`config.mk`:
```
export PLATFORM = sky130hd
export DESIGN_NAME = sccm_top
export DESIGN_NICKNAME = d
export VERILOG_FILES = /design/src/rtl/sccm_pkg.sv /design/src/rtl/sccm_stable_cnt.sv /design/src/rtl/sccm_top.sv
export SDC_FILE = /design/constraint.sdc
export NUM_CORES = 1
export LEC_CHECK = 0
export ABC_AREA = 1
export BUFFER_PORTS_ARGS = -buffer_cell sky130_fd_sc_hd__buf_4
export CORE_MARGIN = 1
export CORE_UTILIZATION = 35
export CTS_CLUSTER_DIAMETER = 100
export DETAILED_ROUTE_END_ITERATION = 10
export PLACE_DENSITY_LB_ADDON = 0.15
export SLEW_MARGIN = 0
export SYNTH_ARGS = -nofsm -noshare
export SYNTH_HDL_FRONTEND = slang
export SYNTH_HIERARCHICAL = 1
export SYNTH_SLANG_ARGS = --single-unit
```
`constraint.sdc`:
```
create_clock -name sys_clk -period 2.1 [get_ports sys_clk]
set_clock_uncertainty 0.2 [all_clocks]
set_input_delay 0.42 -clock sys_clk [delete_from_list [all_inputs] [get_ports sys_clk]]
set_output_delay 0.42 -clock sys_clk [all_outputs]
set_load 0.05 [all_outputs]
```
`src/rtl/sccm_pkg.sv`:
```
package sccm_pkg;
    // register indexes on the plain register port
    localparam logic [1:0] ADDR_SYS_CLK = 2'h0;
    localparam logic [1:0] ADDR_INT_RC = 2'h1;
    localparam logic [1:0] ADDR_FAST_XTAL = 2'h2;
    localparam logic [1:0] ADDR_SLOW_XTAL = 2'h3;
    // system clock control fields
    localparam int SCC_SEL_LSB = 5;
    localparam int SCC_HS_SRC = 3;
    localparam int SCC_LS_SRC = 2;
    localparam int SCC_HS_IDLE = 1;
    localparam int SCC_LS_IDLE = 0;
    // oscillator control fields
    localparam int OSC_EN = 0;
    localparam int OSC_STABLE = 1;
    localparam int OSC_MODE = 2;
    localparam int RC_FREQ_LSB = 2;
    // reset values
    localparam logic [7:0] SCC_RESET = 8'h00;
    localparam logic [7:0] INT_RC_RESET = 8'h01;
    localparam logic [7:0] FAST_XTAL_RESET = 8'h00;
    localparam logic [7:0] SLOW_XTAL_RESET = 8'h00;
    // clock select codes
    localparam logic [2:0] SEL_SLOW = 3'h7;
    // rc frequency codes, output as MHz value
    localparam logic [3:0] RC_MHZ_4 = 4'h4;
    localparam logic [3:0] RC_MHZ_8 = 4'h8;
    localparam logic [3:0] RC_MHZ_12 = 4'hc;
    // switch delay: 4 system periods plus source margin, in sys_clk cycles
    localparam int SWITCH_SYS_PERIODS = 4;
    localparam int SWITCH_MARGIN_CYCLES = 2;
    localparam int SWITCH_CYCLES = SWITCH_SYS_PERIODS + SWITCH_MARGIN_CYCLES;
    // default stability counts in oscillator cycles
    localparam int STABLE_COUNT_DEFAULT = 16;
    // operating modes
    typedef enum logic [2:0] {
        MODE_FAST,
        MODE_SLOW,
        MODE_SLEEP,
        MODE_STANDBY_SLOW_ONLY,
        MODE_STANDBY_BOTH_OSC,
        MODE_STANDBY_FAST_ONLY
    } sccm_mode_t;
endpackage : sccm_pkg

```
`src/rtl/sccm_stable_cnt.sv`:
```
`timescale 1ns/1ps
// counts oscillator ticks after enable or retune, then flags stable
module sccm_stable_cnt #(
    parameter int COUNT = sccm_pkg::STABLE_COUNT_DEFAULT
) (
    // clock and reset
    input wire logic sys_clk,
    input wire logic sys_rst,
    input wire logic clk_en,
    // oscillator side
    input wire logic osc_en,
    input wire logic restart,
    input wire logic osc_tick,
    // result
    output logic stable
);
    localparam int W = $clog2(COUNT + 1);
    localparam logic [W-1:0] LAST = W'(COUNT);
    logic [W-1:0] cnt;
    logic [W-1:0] next_cnt;
    logic next_stable;

    // restart clears the flag first, counting sets it [RQ23]
    always_comb begin
        next_cnt = cnt;
        next_stable = stable;
        if (!osc_en || restart) begin
            next_cnt = '0;
            next_stable = 1'b0; // [RQ12] [RQ16] [RQ19]
        end else if (osc_tick && !stable) begin
            if (cnt == LAST - W'(1)) begin
                next_stable = 1'b1;
            end
            next_cnt = cnt + W'(1);
        end
    end

    // registers
    always_ff @(posedge sys_clk) begin
        if (sys_rst) begin
            cnt <= '0;
            stable <= 1'b0;
        end else if (clk_en) begin
            cnt <= next_cnt;
            stable <= next_stable;
        end
    end
endmodule : sccm_stable_cnt

```
`src/rtl/sccm_top.sv`:
```
`timescale 1ns/1ps
// What this block does
// RQ1 - sel codes 0-6 give fast clock divided 1..64, code 7 slow clock
// RQ2 - fast clock from internal rc when hs_src_sel 0, crystal when 1
// RQ3 - slow clock from internal rc when ls_src_sel 0, crystal when 1
// RQ4 - halt with both idle enables low gives sleep, slow peripheral clock off
// RQ5 - in sleep slow rc runs only while watchdog enabled
// RQ6 - halt with only slow idle enable high gives slow-only standby
// RQ7 - halt with both idle enables high keeps both oscillators running
// RQ8 - halt with only fast idle enable high keeps fast peripheral clock only
// RQ9 - clock switch completes within bounded delay; software waits for it
// RQ10 - rc frequency code 00 4MHz, 01 8MHz, 10 12MHz, 11 4MHz
// RQ11 - rc output frequency changes only once rc stable flag is set
// RQ12 - enabling or retuning rc clears its stable flag until stable
// RQ13 - software should match rc frequency to factory option
// RQ14 - software sets crystal drive range before enabling crystal
// RQ15 - drive range writes ignored while crystal pins on and crystal enabled
// RQ16 - enabling fast crystal clears its stable flag until stable
// RQ17 - slow crystal speedup bit picks low power or fast start
// RQ18 - speedup bit frozen once slow crystal drives system clock
// RQ19 - enabling slow crystal clears its stable flag until stable
// RQ20 - code 7 moves to slow clock once slow source is stable
// RQ21 - unused register bits read as zero
// RQ22 - in slow mode fast clock follows its oscillator enable bit
// RQ23 - stable flags come from counters restarted on enable or retune
// RQ24 - clock change waits for target stable, then switches cleanly
module sccm_top #(
    parameter int STABLE_COUNT = sccm_pkg::STABLE_COUNT_DEFAULT
) (
    // clock and reset
    input wire logic sys_clk,
    input wire logic sys_rst,
    input wire logic clk_en,
    // register port
    input wire logic [1:0] reg_addr,
    input wire logic [7:0] reg_wdata,
    input wire logic reg_wr,
    input wire logic reg_rd,
    output logic [7:0] reg_rdata,
    // cpu and system status
    input wire logic halt_req,
    input wire logic wake_req,
    input wire logic wdt_enabled,
    input wire logic xtal_pins_on,
    // oscillator ticks for stability counting
    input wire logic int_hs_tick,
    input wire logic ext_hs_tick,
    input wire logic ext_ls_tick,
    // oscillator controls
    output logic int_hs_run,
    output logic [3:0] int_hs_mhz,
    output logic ext_hs_run,
    output logic ext_hs_drive_range,
    output logic ext_ls_run,
    output logic ext_ls_speedup,
    output logic int_ls_run,
    // clock selection results
    output logic [2:0] sys_div_log2,
    output logic sys_on_slow,
    output logic hs_from_xtal,
    output logic ls_from_xtal,
    output logic cpu_clk_on,
    output logic hs_periph_on,
    output logic ls_periph_on,
    output logic switch_busy,
    output logic [2:0] op_mode
);
    // register state
    logic [2:0] sys_clk_sel;
    logic hs_src_sel, ls_src_sel, hs_osc_idle_en, ls_osc_idle_en;
    logic [1:0] int_hs_freq_sel;
    logic int_hs_osc_en, ext_hs_osc_en, ext_ls_osc_en;
    logic drive_range, speedup;
    logic [2:0] next_sys_clk_sel;
    logic next_hs_src_sel, next_ls_src_sel;
    logic next_hs_idle, next_ls_idle;
    logic [1:0] next_int_hs_freq_sel;
    logic next_int_hs_osc_en, next_ext_hs_osc_en, next_ext_ls_osc_en;
    logic next_drive_range, next_speedup;
    // stability and restart
    logic int_hs_stable, ext_hs_stable, ext_ls_stable;
    logic rc_restart, hx_restart, lx_restart;
    // active selection, mode and switch timing
    logic [2:0] act_sel, next_act_sel;
    logic act_hs, next_act_hs, act_ls, next_act_ls;
    logic [2:0] sw_cnt, next_sw_cnt;
    sccm_pkg::sccm_mode_t mode, next_mode;
    logic [1:0] rc_freq_applied, next_rc_freq_applied;
    logic [7:0] next_rdata;

    // switch delay load value, cast to the fixed width of the switch counter
    localparam logic [2:0] SW_LOAD = 3'(sccm_pkg::SWITCH_CYCLES);

    // maps the rc code to its frequency
    function automatic logic [3:0] rc_mhz(input logic [1:0] code);
        case (code) // [RQ10]
            2'h1: rc_mhz = sccm_pkg::RC_MHZ_8;
            2'h2: rc_mhz = sccm_pkg::RC_MHZ_12;
            default: rc_mhz = sccm_pkg::RC_MHZ_4;
        endcase
    endfunction : rc_mhz

    // tells whether a chosen source is stable
    function automatic logic src_ready(input logic slow, input logic xtal,
                                       input logic rc_ok,
                                       input logic hx_ok,
                                       input logic lx_ok);
        if (slow) begin
            src_ready = xtal ? lx_ok : 1'b1;
        end else begin
            src_ready = xtal ? hx_ok : rc_ok;
        end
    endfunction : src_ready

    // write decode for the control registers
    always_comb begin
        next_sys_clk_sel = sys_clk_sel;
        next_hs_src_sel = hs_src_sel;
        next_ls_src_sel = ls_src_sel;
        next_hs_idle = hs_osc_idle_en;
        next_ls_idle = ls_osc_idle_en;
        next_int_hs_freq_sel = int_hs_freq_sel;
        next_int_hs_osc_en = int_hs_osc_en;
        next_ext_hs_osc_en = ext_hs_osc_en;
        next_ext_ls_osc_en = ext_ls_osc_en;
        next_drive_range = drive_range;
        next_speedup = speedup;
        rc_restart = 1'b0;
        hx_restart = 1'b0;
        lx_restart = 1'b0;
        if (reg_wr) begin
            case (reg_addr)
                sccm_pkg::ADDR_SYS_CLK: begin
                    next_sys_clk_sel = reg_wdata[sccm_pkg::SCC_SEL_LSB +: 3];
                    next_hs_src_sel = reg_wdata[sccm_pkg::SCC_HS_SRC];
                    next_ls_src_sel = reg_wdata[sccm_pkg::SCC_LS_SRC];
                    next_hs_idle = reg_wdata[sccm_pkg::SCC_HS_IDLE];
                    next_ls_idle = reg_wdata[sccm_pkg::SCC_LS_IDLE];
                end
                sccm_pkg::ADDR_INT_RC: begin
                    next_int_hs_freq_sel =
                        reg_wdata[sccm_pkg::RC_FREQ_LSB +: 2];
                    next_int_hs_osc_en = reg_wdata[sccm_pkg::OSC_EN];
                    rc_restart = (next_int_hs_osc_en && !int_hs_osc_en)
                        || (next_int_hs_freq_sel != int_hs_freq_sel); // [RQ12]
                end
                sccm_pkg::ADDR_FAST_XTAL: begin
                    next_ext_hs_osc_en = reg_wdata[sccm_pkg::OSC_EN];
                    if (!(xtal_pins_on && ext_hs_osc_en)) begin
                        next_drive_range = reg_wdata[sccm_pkg::OSC_MODE]; // [RQ15]
                    end
                    hx_restart = next_ext_hs_osc_en && !ext_hs_osc_en; // [RQ16]
                end
                default: begin
                    next_ext_ls_osc_en = reg_wdata[sccm_pkg::OSC_EN];
                    if (!(act_sel == sccm_pkg::SEL_SLOW && act_ls)) begin
                        next_speedup = reg_wdata[sccm_pkg::OSC_MODE]; // [RQ18]
                    end
                    lx_restart = next_ext_ls_osc_en && !ext_ls_osc_en; // [RQ19]
                end
            endcase
        end
    end

    // control register storage
    always_ff @(posedge sys_clk) begin
        if (sys_rst) begin
            sys_clk_sel <= sccm_pkg::SCC_RESET[sccm_pkg::SCC_SEL_LSB +: 3];
            hs_src_sel <= sccm_pkg::SCC_RESET[sccm_pkg::SCC_HS_SRC];
            ls_src_sel <= sccm_pkg::SCC_RESET[sccm_pkg::SCC_LS_SRC];
            hs_osc_idle_en <= sccm_pkg::SCC_RESET[sccm_pkg::SCC_HS_IDLE];
            ls_osc_idle_en <= sccm_pkg::SCC_RESET[sccm_pkg::SCC_LS_IDLE];
            int_hs_freq_sel <=
                sccm_pkg::INT_RC_RESET[sccm_pkg::RC_FREQ_LSB +: 2];
            int_hs_osc_en <= sccm_pkg::INT_RC_RESET[sccm_pkg::OSC_EN];
            ext_hs_osc_en <= sccm_pkg::FAST_XTAL_RESET[sccm_pkg::OSC_EN];
            drive_range <= sccm_pkg::FAST_XTAL_RESET[sccm_pkg::OSC_MODE];
            ext_ls_osc_en <= sccm_pkg::SLOW_XTAL_RESET[sccm_pkg::OSC_EN];
            speedup <= sccm_pkg::SLOW_XTAL_RESET[sccm_pkg::OSC_MODE];
        end else if (clk_en) begin
            sys_clk_sel <= next_sys_clk_sel;
            hs_src_sel <= next_hs_src_sel;
            ls_src_sel <= next_ls_src_sel;
            hs_osc_idle_en <= next_hs_idle;
            ls_osc_idle_en <= next_ls_idle;
            int_hs_freq_sel <= next_int_hs_freq_sel;
            int_hs_osc_en <= next_int_hs_osc_en;
            ext_hs_osc_en <= next_ext_hs_osc_en;
            drive_range <= next_drive_range;
            ext_ls_osc_en <= next_ext_ls_osc_en;
            speedup <= next_speedup;
        end
    end

    // stability counters, one per gated oscillator
    logic [2:0] osc_en_v, restart_v, tick_v, stable_v;
    assign osc_en_v = {ext_ls_osc_en, ext_hs_osc_en, int_hs_osc_en};
    assign restart_v = {lx_restart, hx_restart, rc_restart};
    assign tick_v = {ext_ls_tick, ext_hs_tick, int_hs_tick};
    assign {ext_ls_stable, ext_hs_stable, int_hs_stable} = stable_v;
    for (genvar g = 0; g < 3; g++) begin : g_stable
        sccm_stable_cnt #(.COUNT(STABLE_COUNT)) u_cnt (
            .sys_clk(sys_clk),
            .sys_rst(sys_rst),
            .clk_en(clk_en),
            .osc_en(osc_en_v[g]),
            .restart(restart_v[g]),
            .osc_tick(tick_v[g]),
            .stable(stable_v[g])
        );
    end

    // glitch-free change over: hold old source until target is stable
    always_comb begin
        next_act_sel = act_sel;
        next_act_hs = act_hs;
        next_act_ls = act_ls;
        next_sw_cnt = sw_cnt;
        next_rc_freq_applied = rc_freq_applied;
        if (sys_clk_sel != act_sel || hs_src_sel != act_hs
                || ls_src_sel != act_ls) begin
            if (src_ready(sys_clk_sel == sccm_pkg::SEL_SLOW,
                    (sys_clk_sel == sccm_pkg::SEL_SLOW) ? ls_src_sel
                                                        : hs_src_sel,
                    int_hs_stable, ext_hs_stable, ext_ls_stable)) begin
                if (sw_cnt == 3'h0) begin
                    next_sw_cnt = SW_LOAD; // [RQ9]
                end else if (sw_cnt == 3'h1) begin
                    next_act_sel = sys_clk_sel; // [RQ1] [RQ20] [RQ24]
                    next_act_hs = hs_src_sel; // [RQ2]
                    next_act_ls = ls_src_sel; // [RQ3]
                    next_sw_cnt = 3'h0;
                end else begin
                    next_sw_cnt = sw_cnt - 3'h1;
                end
            end else begin
                next_sw_cnt = 3'h0; // [RQ24]
            end
        end else begin
            next_sw_cnt = 3'h0;
        end
        if (int_hs_stable) begin
            next_rc_freq_applied = int_hs_freq_sel; // [RQ11]
        end
    end

    // halt and wake decide the operating mode
    always_comb begin
        next_mode = mode;
        case (mode)
            sccm_pkg::MODE_FAST, sccm_pkg::MODE_SLOW: begin
                if (halt_req) begin
                    case ({hs_osc_idle_en, ls_osc_idle_en})
                        2'h0: next_mode = sccm_pkg::MODE_SLEEP; // [RQ4]
                        2'h1: next_mode =
                            sccm_pkg::MODE_STANDBY_SLOW_ONLY; // [RQ6]
                        2'h3: next_mode =
                            sccm_pkg::MODE_STANDBY_BOTH_OSC; // [RQ7]
                        default: next_mode =
                            sccm_pkg::MODE_STANDBY_FAST_ONLY; // [RQ8]
                    endcase
                end else begin
                    next_mode = (act_sel == sccm_pkg::SEL_SLOW)
                        ? sccm_pkg::MODE_SLOW : sccm_pkg::MODE_FAST;
                end
            end
            default: begin
                if (wake_req) begin
                    next_mode = (act_sel == sccm_pkg::SEL_SLOW)
                        ? sccm_pkg::MODE_SLOW : sccm_pkg::MODE_FAST;
                end
            end
        endcase
    end

    // read data, unused bits zero
    always_comb begin
        next_rdata = 8'h00; // [RQ21]
        if (reg_rd) begin
            case (reg_addr)
                sccm_pkg::ADDR_SYS_CLK: next_rdata = {sys_clk_sel, 1'b0,
                    hs_src_sel, ls_src_sel, hs_osc_idle_en, ls_osc_idle_en};
                sccm_pkg::ADDR_INT_RC: next_rdata = {4'h0, int_hs_freq_sel,
                    int_hs_stable, int_hs_osc_en};
                sccm_pkg::ADDR_FAST_XTAL: next_rdata = {5'h00, drive_range,
                    ext_hs_stable, ext_hs_osc_en};
                default: next_rdata = {5'h00, speedup, ext_ls_stable,
                    ext_ls_osc_en};
            endcase
        end
    end

    // selection, mode and read registers
    always_ff @(posedge sys_clk) begin
        if (sys_rst) begin
            act_sel <= sccm_pkg::SCC_RESET[sccm_pkg::SCC_SEL_LSB +: 3];
            act_hs <= sccm_pkg::SCC_RESET[sccm_pkg::SCC_HS_SRC];
            act_ls <= sccm_pkg::SCC_RESET[sccm_pkg::SCC_LS_SRC];
            sw_cnt <= 3'h0;
            mode <= sccm_pkg::MODE_FAST;
            rc_freq_applied <=
                sccm_pkg::INT_RC_RESET[sccm_pkg::RC_FREQ_LSB +: 2];
            reg_rdata <= 8'h00;
        end else if (clk_en) begin
            act_sel <= next_act_sel;
            act_hs <= next_act_hs;
            act_ls <= next_act_ls;
            sw_cnt <= next_sw_cnt;
            mode <= next_mode;
            rc_freq_applied <= next_rc_freq_applied;
            reg_rdata <= next_rdata;
        end
    end

    // registered clock and oscillator outputs
    always_ff @(posedge sys_clk) begin
        if (sys_rst) begin
            int_hs_run <= 1'b0;
            int_hs_mhz <= sccm_pkg::RC_MHZ_4;
            ext_hs_run <= 1'b0;
            ext_hs_drive_range <= 1'b0;
            ext_ls_run <= 1'b0;
            ext_ls_speedup <= 1'b0;
            int_ls_run <= 1'b1;
            sys_div_log2 <= 3'h0;
            sys_on_slow <= 1'b0;
            hs_from_xtal <= 1'b0;
            ls_from_xtal <= 1'b0;
            cpu_clk_on <= 1'b1;
            hs_periph_on <= 1'b1;
            ls_periph_on <= 1'b1;
            switch_busy <= 1'b0;
            op_mode <= 3'h0;
        end else if (clk_en) begin
            // fast oscillators follow enables, off in sleep and slow standby
            int_hs_run <= int_hs_osc_en && mode != sccm_pkg::MODE_SLEEP
                && mode != sccm_pkg::MODE_STANDBY_SLOW_ONLY; // [RQ22]
            ext_hs_run <= ext_hs_osc_en && mode != sccm_pkg::MODE_SLEEP
                && mode != sccm_pkg::MODE_STANDBY_SLOW_ONLY;
            int_hs_mhz <= rc_mhz(rc_freq_applied); // [RQ11]
            ext_hs_drive_range <= drive_range;
            ext_ls_speedup <= speedup; // [RQ17]
            ext_ls_run <= ext_ls_osc_en;
            // slow rc kept for watchdog only while sleeping
            int_ls_run <= (mode == sccm_pkg::MODE_SLEEP)
                ? wdt_enabled : 1'b1; // [RQ5]
            sys_div_log2 <= (act_sel == sccm_pkg::SEL_SLOW) ? 3'h0
                : act_sel; // [RQ1]
            sys_on_slow <= act_sel == sccm_pkg::SEL_SLOW;
            hs_from_xtal <= act_hs;
            ls_from_xtal <= act_ls;
            cpu_clk_on <= next_mode == sccm_pkg::MODE_FAST
                || next_mode == sccm_pkg::MODE_SLOW;
            hs_periph_on <= next_mode != sccm_pkg::MODE_SLEEP // [RQ8]
                && next_mode != sccm_pkg::MODE_STANDBY_SLOW_ONLY;
            ls_periph_on <= next_mode != sccm_pkg::MODE_SLEEP // [RQ4]
                && next_mode != sccm_pkg::MODE_STANDBY_FAST_ONLY;
            switch_busy <= next_sw_cnt != 3'h0
                || sys_clk_sel != next_act_sel;
            op_mode <= 3'(next_mode);
        end
    end
endmodule : sccm_top

```
==> flow_summary.toml, run 1 <==
[placed_design]
port-buffer-count = 48
globalplace.congestion = 0.789
dpl_cell_area_mm2 = 0.00398
place.detailed.hpwl_um = 6200

[route]
drt-total-wl_um = 8190
detailedRoute.firstIterationViolations = 135
vias_per_cell = 4.69
post_drt_wl_per_cell_um = 12.2
vias = 3158
number_of_remaining_drc_errors = 0
drt_first_pass_iters = 4
final_antenna_net_count = 0

[setup_path]
crit_slowest_cell = "sky130_fd_sc_hd__dfxtp_1"
critPathMostFrequentCell = "sky130_fd_sc_hd__nand2_1"
timing.critical_path.from_type = "register"
worstPathRequired_ns = 2.19
setup.worst_path.class = "register to register"
crit_arrival_ns = 1.77
worst_r2r_startpoint = "ls_osc_idle_en$_SDFFE_PP0P_"
max_stage_delay_ns = 0.37
reg2reg_slack_ns = 0.42
regToRegEndpoint = "ls_periph_on$_SDFFE_PP1P_"
critical_path_buf_inv_count = 2
worstRegToRegCells = 9
path_delay_family = "compound AO/OA/AOI/OAI gates"
timing.critical_path.cells = "inv_1 > ha_1 > o21ai_0 > o21ai_0 > inv_1 > nand2_1 > o211ai_1 > nand2_1 > nand2_1"
end_kind = "register"
timing.critical_path.fanout_max = 4

[cells_and_area]
areaGrowthSynthToFinish_pct = 21.4
layout.cell_area.non_filler_mm2 = 0.00415
nets = 577
antenna-diode-count = 0
drive_above_1_share = 0.182

[floorplanning]
boundary_pin_count = 53
die_h_um = 101
fp.coreArea_mm2 = 0.00937
die_area_mm2 = 0.0102
rows = 35
die_outline_width_um = 101
initial_core_util = 0.365

[grt]
largest_net_degree_at_the_start_of_global_routing = 23
first_global_vias = 2839
grtUsageTotal = 0.171
global_route_wire_length_before_repair_um = 13500
grt.overflow.total = 0
initial_antenna_violation_count = 0

[power]
vdd_ir_drop_max_v = 0.000271
power_leakage_nw = 1.85
pwr_density_mw_per_mm2 = 684
fin_total_pwr_mw = 2.84

[job]
max_cap_viol_count = 0

[synthesis]
syn-cell-area_mm2 = 0.00342
synth.lib_cells_used.distinct = 33
netlist_instances = 480
ys_seq_elements = 70
synth_sequential_area_ratio = 0.410
synthesis.area_per_instance_um2 = 7.12
synth.yosys.warnings = 6

[run_status]
status = "completed"

[clock_tree]
cts.clk_slew.worst_paths_ns = 0.07
htree_levels = 3
post-cts-setup-buffers = 0
cts_tree = "built"
clock_sink_count = 70
insertion_delay_ns = 0.34
cts-hold-fix-buffers = 0
cts_root_buf = "sky130_fd_sc_hd__clkbuf_8"
cts-root-to-sink-buffers = 2
numCtsBuffers = 9
cts.repair.resized = 0

[min_path]
hold_path_end = "sys_clk_sel[2]$_SDFFE_PP0P_"
worstHoldPathCells = 3
hp-class = "input pin to register"
min-delay-start = "reg_wdata[7]"

[sta]
rsz_0062_raised_after_global_routing = "no"
hold_slack_ns = 0.108
final.period_utilization = 0.802
setup_viol_count_final = 0
fin_tns_setup_ns = 0
fmax_mhz = 594
post-route-min-period_ns = 1.68
final_hold_viols = 0
report.final.slew_viol_count = 0
==> sequential cells by signal, summed over array words and instances, names as in the netlist, 2 cells and up <==
name                   flops
int_hs_freq_sel            2
int_hs_mhz                 2
op_mode                    3
reg_rdata                  7
sys_clk_sel                3
g_stable.u_cnt/cnt        15
sys_div_log2               3
sw_cnt                     3
act_sel                    3
rc_freq_applied            2
g_stable.u_cnt/stable      3
==> cell usage after synthesis (all sizes together) <==
cell type | count | area (um2)
clkbuf | 7 | 26.3
a21oi | 51 | 259
or2 | 1 | 6.26
ha | 14 | 175
buf | 6 | 42.5
nor4 | 1 | 6.26
inv | 62 | 233
nor3 | 4 | 20.0
nor2 | 69 | 259
a21boi | 3 | 33.8
and2 | 1 | 8.76
conb | 1 | 3.75
nand2 | 104 | 430
nand3 | 20 | 133
o211ai | 9 | 67.6
xor2 | 5 | 43.8
nand4 | 2 | 12.5
dfxtp | 70 | 1400
o22ai | 1 | 6.26
o221ai | 1 | 8.76
clkinv | 2 | 7.51
o21ai | 46 | 234
==> kinds of logic (layout without fill, tap and decap cells) <==
logic type / count (synthesis) / in the layout / share of synthesized area
AO/OA/AOI/OAI: 111 / 111 / 0.178
buffers and inverters: 77 / 139 / 0.0904
XOR/XNOR: 5 / 5 / 0.0128
AND/OR/NAND/NOR: 202 / 202 / 0.256
adder cells (fa/ha/maj): 14 / 14 / 0.0512
other: 1 / 3 / 0.00110
flip-flops: 70 / 70 / 0.410
==> tightest hold or removal path: cells and delay by family <==
kind                   cells  cell delay (ns)
and+or+nand+nor            2             0.11
buffers and inverters      1             0.08
==> placed cells by master, fill, tap and decap left out <==
cell	instances
sky130_fd_sc_hd__ha_1	14
sky130_fd_sc_hd__clkinv_2	1
sky130_fd_sc_hd__inv_2	3
sky130_fd_sc_hd__o22ai_1	1
sky130_fd_sc_hd__nand3_1	15
sky130_fd_sc_hd__o21ai_0	39
sky130_fd_sc_hd__or2_2	1
sky130_fd_sc_hd__clkbuf_1	1
sky130_fd_sc_hd__nand3_2	4
sky130_fd_sc_hd__nand3_4	1
sky130_fd_sc_hd__nand2_2	7
sky130_fd_sc_hd__nand2_4	3
sky130_fd_sc_hd__buf_4	61
sky130_fd_sc_hd__o21ai_2	1
sky130_fd_sc_hd__nor4_1	1
sky130_fd_sc_hd__xor2_1	5
sky130_fd_sc_hd__clkbuf_8	12
sky130_fd_sc_hd__a21boi_2	3
sky130_fd_sc_hd__o221ai_1	1
sky130_fd_sc_hd__conb_1	3
sky130_fd_sc_hd__inv_1	59
sky130_fd_sc_hd__o211ai_1	9
sky130_fd_sc_hd__nand4_1	2
sky130_fd_sc_hd__and2_4	1
sky130_fd_sc_hd__o21ai_1	6
sky130_fd_sc_hd__dfxtp_1	70
sky130_fd_sc_hd__a21oi_2	1
sky130_fd_sc_hd__a21oi_1	50
sky130_fd_sc_hd__nor2_1	69
sky130_fd_sc_hd__nor3_1	4
sky130_fd_sc_hd__nand2_1	94
sky130_fd_sc_hd__clkinv_1	2
==> per-layer routing <==
metal	vias to the layer above	global-route usage	routed length, um
met1	1438	0.217	3930
met5	-	0	0
met3	11	0.0361	228
met2	44	0.284	3890
li1	1665	-	-
met4	0	0.0658	143
==> how the worst max path moves through the flow <==
stage,startpoint,endpoint,slack (ns),depth (start not counted)
2_1_floorplan,reg_addr[1],g_stable[2].u_cnt/cnt[3]$_SDFFE_PP0P_,0.41,10
3_3_place_gp,reg_addr[1],g_stable[2].u_cnt/cnt[3]$_SDFFE_PP0P_,0.15,11
3_5_place_dp,reg_addr[1],g_stable[2].u_cnt/cnt[1]$_SDFFE_PP0P_,0.15,11
4_1_cts,hs_osc_idle_en$_SDFFE_PP0P_,ls_periph_on$_SDFFE_PP1P_,0.43,9
5_1_grt,ls_osc_idle_en$_SDFFE_PP0P_,ls_periph_on$_SDFFE_PP1P_,0.26,9
6_report,ls_osc_idle_en$_SDFFE_PP0P_,ls_periph_on$_SDFFE_PP1P_,0.42,9
==> where the power goes <==
part           total, mW  switching [mW]  internal, mW
Clock               1.00           0.487         0.512
Sequential          1.40          0.0330          1.37
Combinational      0.432           0.288         0.144
==> metrics by stage <==
step                      std cells  utilization  setup slack (ns)
after floorplan                 482            -             0.414
after global placement          659        0.424             0.153
after detailed placement        659        0.424             0.153
after CTS                       673        0.443             0.432
after global routing            673        0.443             0.256
final                           673        0.443             0.415
==> area by class of cell <==
class	instances	area, um2
clock inverters	1	5.00
well taps	129	161
repair buffers	61	458
clock buffers	13	169
multi-input cells	335	1720
flip-flops and latches	70	1400
inverters	64	240
fillers	1062	5220
Note: power is estimated with default switching activity, not from simulation.
==> run 2, diff against run 1 <==
clock period = 1.7 ns   (was 2.1 ns; I/O delays follow)
==> run 2 against run 1 <==
Against the previous run:
- clock power grew 38%
- combinational power up 35%
- flip-flop and latch count unchanged
- utilization increased by 2.7 points
- sequential power rose by 24%
- count of clock-buffer cells in the layout unchanged
- largest power group unchanged
- non-clock buffer count up 20
- critical path depth decreased by 1
- global-route usage up 0.89 points
- critical path type unchanged
- first-iteration DRC count decreased by 10%
==> flow_summary.toml, run 2 (synthesized netlist as in run 1, its figures left out) <==
[cells_and_area]
post-route-util = 0.470
mostFrequentLayoutCells = "sky130_fd_sc_hd__nand2_1, sky130_fd_sc_hd__buf_4, sky130_fd_sc_hd__dfxtp_1"
drive_above_1_share = 0.229
antenna-diode-count = 0
biggestRegsByFlops = "g_stable.u_cnt/cnt: 15 flops, reg_rdata: 7 flops"
finish.cell_count_without_fillers = 696
areaGrowthSynthToFinish_pct = 28.7
largest-register = "g_stable.u_cnt/cnt"
layout.cell_area.non_filler_mm2 = 0.00440
nets = 598
layout_commonest_cell = "sky130_fd_sc_hd__nand2_1"
largest_register_ff_count = 15

[route]
drt_first_pass_iters = 5
vias = 3238
detailedRoute.firstIterationViolations = 121
number_of_remaining_drc_errors = 0
drt-total-wl_um = 8390
final_antenna_net_count = 0
vias_per_cell = 4.65
post_drt_wl_per_cell_um = 12.0

[setup_path]
path_delay_family = "simple AND/OR/NAND/NOR gates"
regToRegEndpoint = "g_stable[0].u_cnt/cnt[0]$_SDFFE_PP0P_"
crit_slowest_cell = "sky130_fd_sc_hd__dfxtp_2"
crit_arrival_ns = 1.70
max_stage_delay_ns = 0.33
setup.worst_path.class = "register to register"
timing.critical_path.fanout_max = 4
end_kind = "register"
reg2reg_slack_ns = 0.09
timing.critical_path.cells = "xor2_1 > nor3_1 > nor3_2 > inv_2 > nand2_4 > a21oi_2 > o21ai_1 > nor2_1"
worstPathRequired_ns = 1.79
timing.critical_path.from_type = "register"
worstRegToRegCells = 8
worst_r2r_startpoint = "int_hs_freq_sel[0]$_SDFFE_PP0P_"
critical_path_buf_inv_count = 1

[floorplanning]
die_outline_width_um = 101
rows = 35
die_area_mm2 = 0.0102
die_h_um = 101
boundary_pin_count = 53
fp.coreArea_mm2 = 0.00937
initial_core_util = 0.365

[grt]
first_global_vias = 3004
global_route_wire_length_before_repair_um = 14100
largest_net_degree_at_the_start_of_global_routing = 32
initial_antenna_violation_count = 0
grtUsageTotal = 0.180
grt.overflow.total = 0

[placed_design]
place.detailed.hpwl_um = 6330
port-buffer-count = 48
place.detailed.instances = 679
dpl_cell_area_mm2 = 0.00415
globalplace.congestion = 0.806

[sta]
report.final.slew_viol_count = 0
setup_viol_count_final = 0
fmax_mhz = 619
post-route-min-period_ns = 1.61
final_hold_viols = 0
rsz_0062_raised_after_global_routing = "yes"
hold_slack_ns = 0.0205
final.period_utilization = 0.950

[power]
clkPwrFrac = 0.373
power_leakage_nw = 1.99
power_frac_comb = 0.158
vdd_ir_drop_max_v = 0.000344
share_seq_of_total_power = 0.469
power_switching_share = 0.280
pwr_density_mw_per_mm2 = 841
sw_power_mw = 1.04
power.internal_mw = 2.66
fin_total_pwr_mw = 3.70

[clock_tree]
cts.repair.resized = 0
insertion_delay_ns = 0.35
cts_root_buf = "sky130_fd_sc_hd__clkbuf_8"
cts-hold-fix-buffers = 0
clock_sink_count = 70
htree_levels = 3
numCtsBuffers = 9
post-cts-setup-buffers = 0
cts_tree = "built"
cts.clk_slew.worst_paths_ns = 0.07
cts-root-to-sink-buffers = 2

[job]
max_cap_viol_count = 0

[min_path]
hold_path_end = "sys_clk_sel[2]$_SDFFE_PP0P_"
hp-class = "input pin to register"
worstHoldPathCells = 3
min-delay-start = "reg_wdata[7]"

[run_status]
status = "completed"
==> run 2: metrics by stage <==
step / setup slack [ns] / setup TNS [ns]
6_report: 0.0853 / 0
5_1_grt: -0.0298 / -0.0298
4_1_cts: 0.0366 / 0
3_5_place_dp: -0.152 / -1.66
3_3_place_gp: -0.135 / -1.16
2_1_floorplan: 0.0249 / 0
==> run 2: worst max-delay path by stage <==
stage | from | endpoint | slack (ns) | depth (start not counted)
2_1_floorplan | op_mode[2]$_SDFFE_PP0P_ | ls_periph_on$_SDFFE_PP1P_ | 0.02 | 10
3_3_place_gp | reg_addr[0] | g_stable[2].u_cnt/cnt[3]$_SDFFE_PP0P_ | -0.13 | 11
3_5_place_dp | reg_addr[0] | g_stable[2].u_cnt/cnt[1]$_SDFFE_PP0P_ | -0.15 | 11
4_1_cts | ext_ls_osc_en$_SDFFE_PP0P_ | g_stable[2].u_cnt/cnt[3]$_SDFFE_PP0P_ | 0.04 | 9
5_1_grt | int_hs_freq_sel[0]$_SDFFE_PP0P_ | g_stable[0].u_cnt/cnt[0]$_SDFFE_PP0P_ | -0.03 | 8
6_report | int_hs_freq_sel[0]$_SDFFE_PP0P_ | g_stable[0].u_cnt/cnt[0]$_SDFFE_PP0P_ | 0.09 | 8
==> run 2: worst register-to-register path, cell delays in order, from the launching register on <==
cell	delay, ns
sky130_fd_sc_hd__dfxtp_2	0.33
sky130_fd_sc_hd__xor2_1	0.16
sky130_fd_sc_hd__nor3_1	0.24
sky130_fd_sc_hd__nor3_2	0.09
sky130_fd_sc_hd__inv_2	0.08
sky130_fd_sc_hd__nand2_4	0.06
sky130_fd_sc_hd__a21oi_2	0.19
sky130_fd_sc_hd__o21ai_1	0.11
sky130_fd_sc_hd__nor2_1	0.09
==> run 2: final cells by class <==
| cell class | instances | area (um2) |
|---|---|---|
| Fill cell | 995 | 4970 |
| Clock buffer | 13 | 159 |
| Tap cell | 129 | 161 |
| Multi-Input combinational cell | 336 | 1760 |
| Sequential cell | 70 | 1410 |
| Clock inverter | 3 | 42.5 |
| Inverter | 64 | 240 |
| Timing Repair Buffer | 81 | 633 |
==> run 2: power groups by stage <==
stage	combinational (mW)	clock [mW]	sequential, mW
after global placement	0.568	0	1.77
after global routing	0.647	1.50	1.74
after floorplan	0.261	0	1.87
after detailed placement	0.573	0	1.77
final	0.585	1.38	1.73
after CTS	0.575	1.43	1.73
==> run 2: layer usage <==
metal | global-route usage | up-vias | wire, um
li1 | - | 1701 | -
met1 | 0.224 | 1478 | 4000
met2 | 0.308 | 51 | 4040
met3 | 0.0361 | 8 | 249
met4 | 0.0635 | 0 | 93
met5 | 0 | - | 0
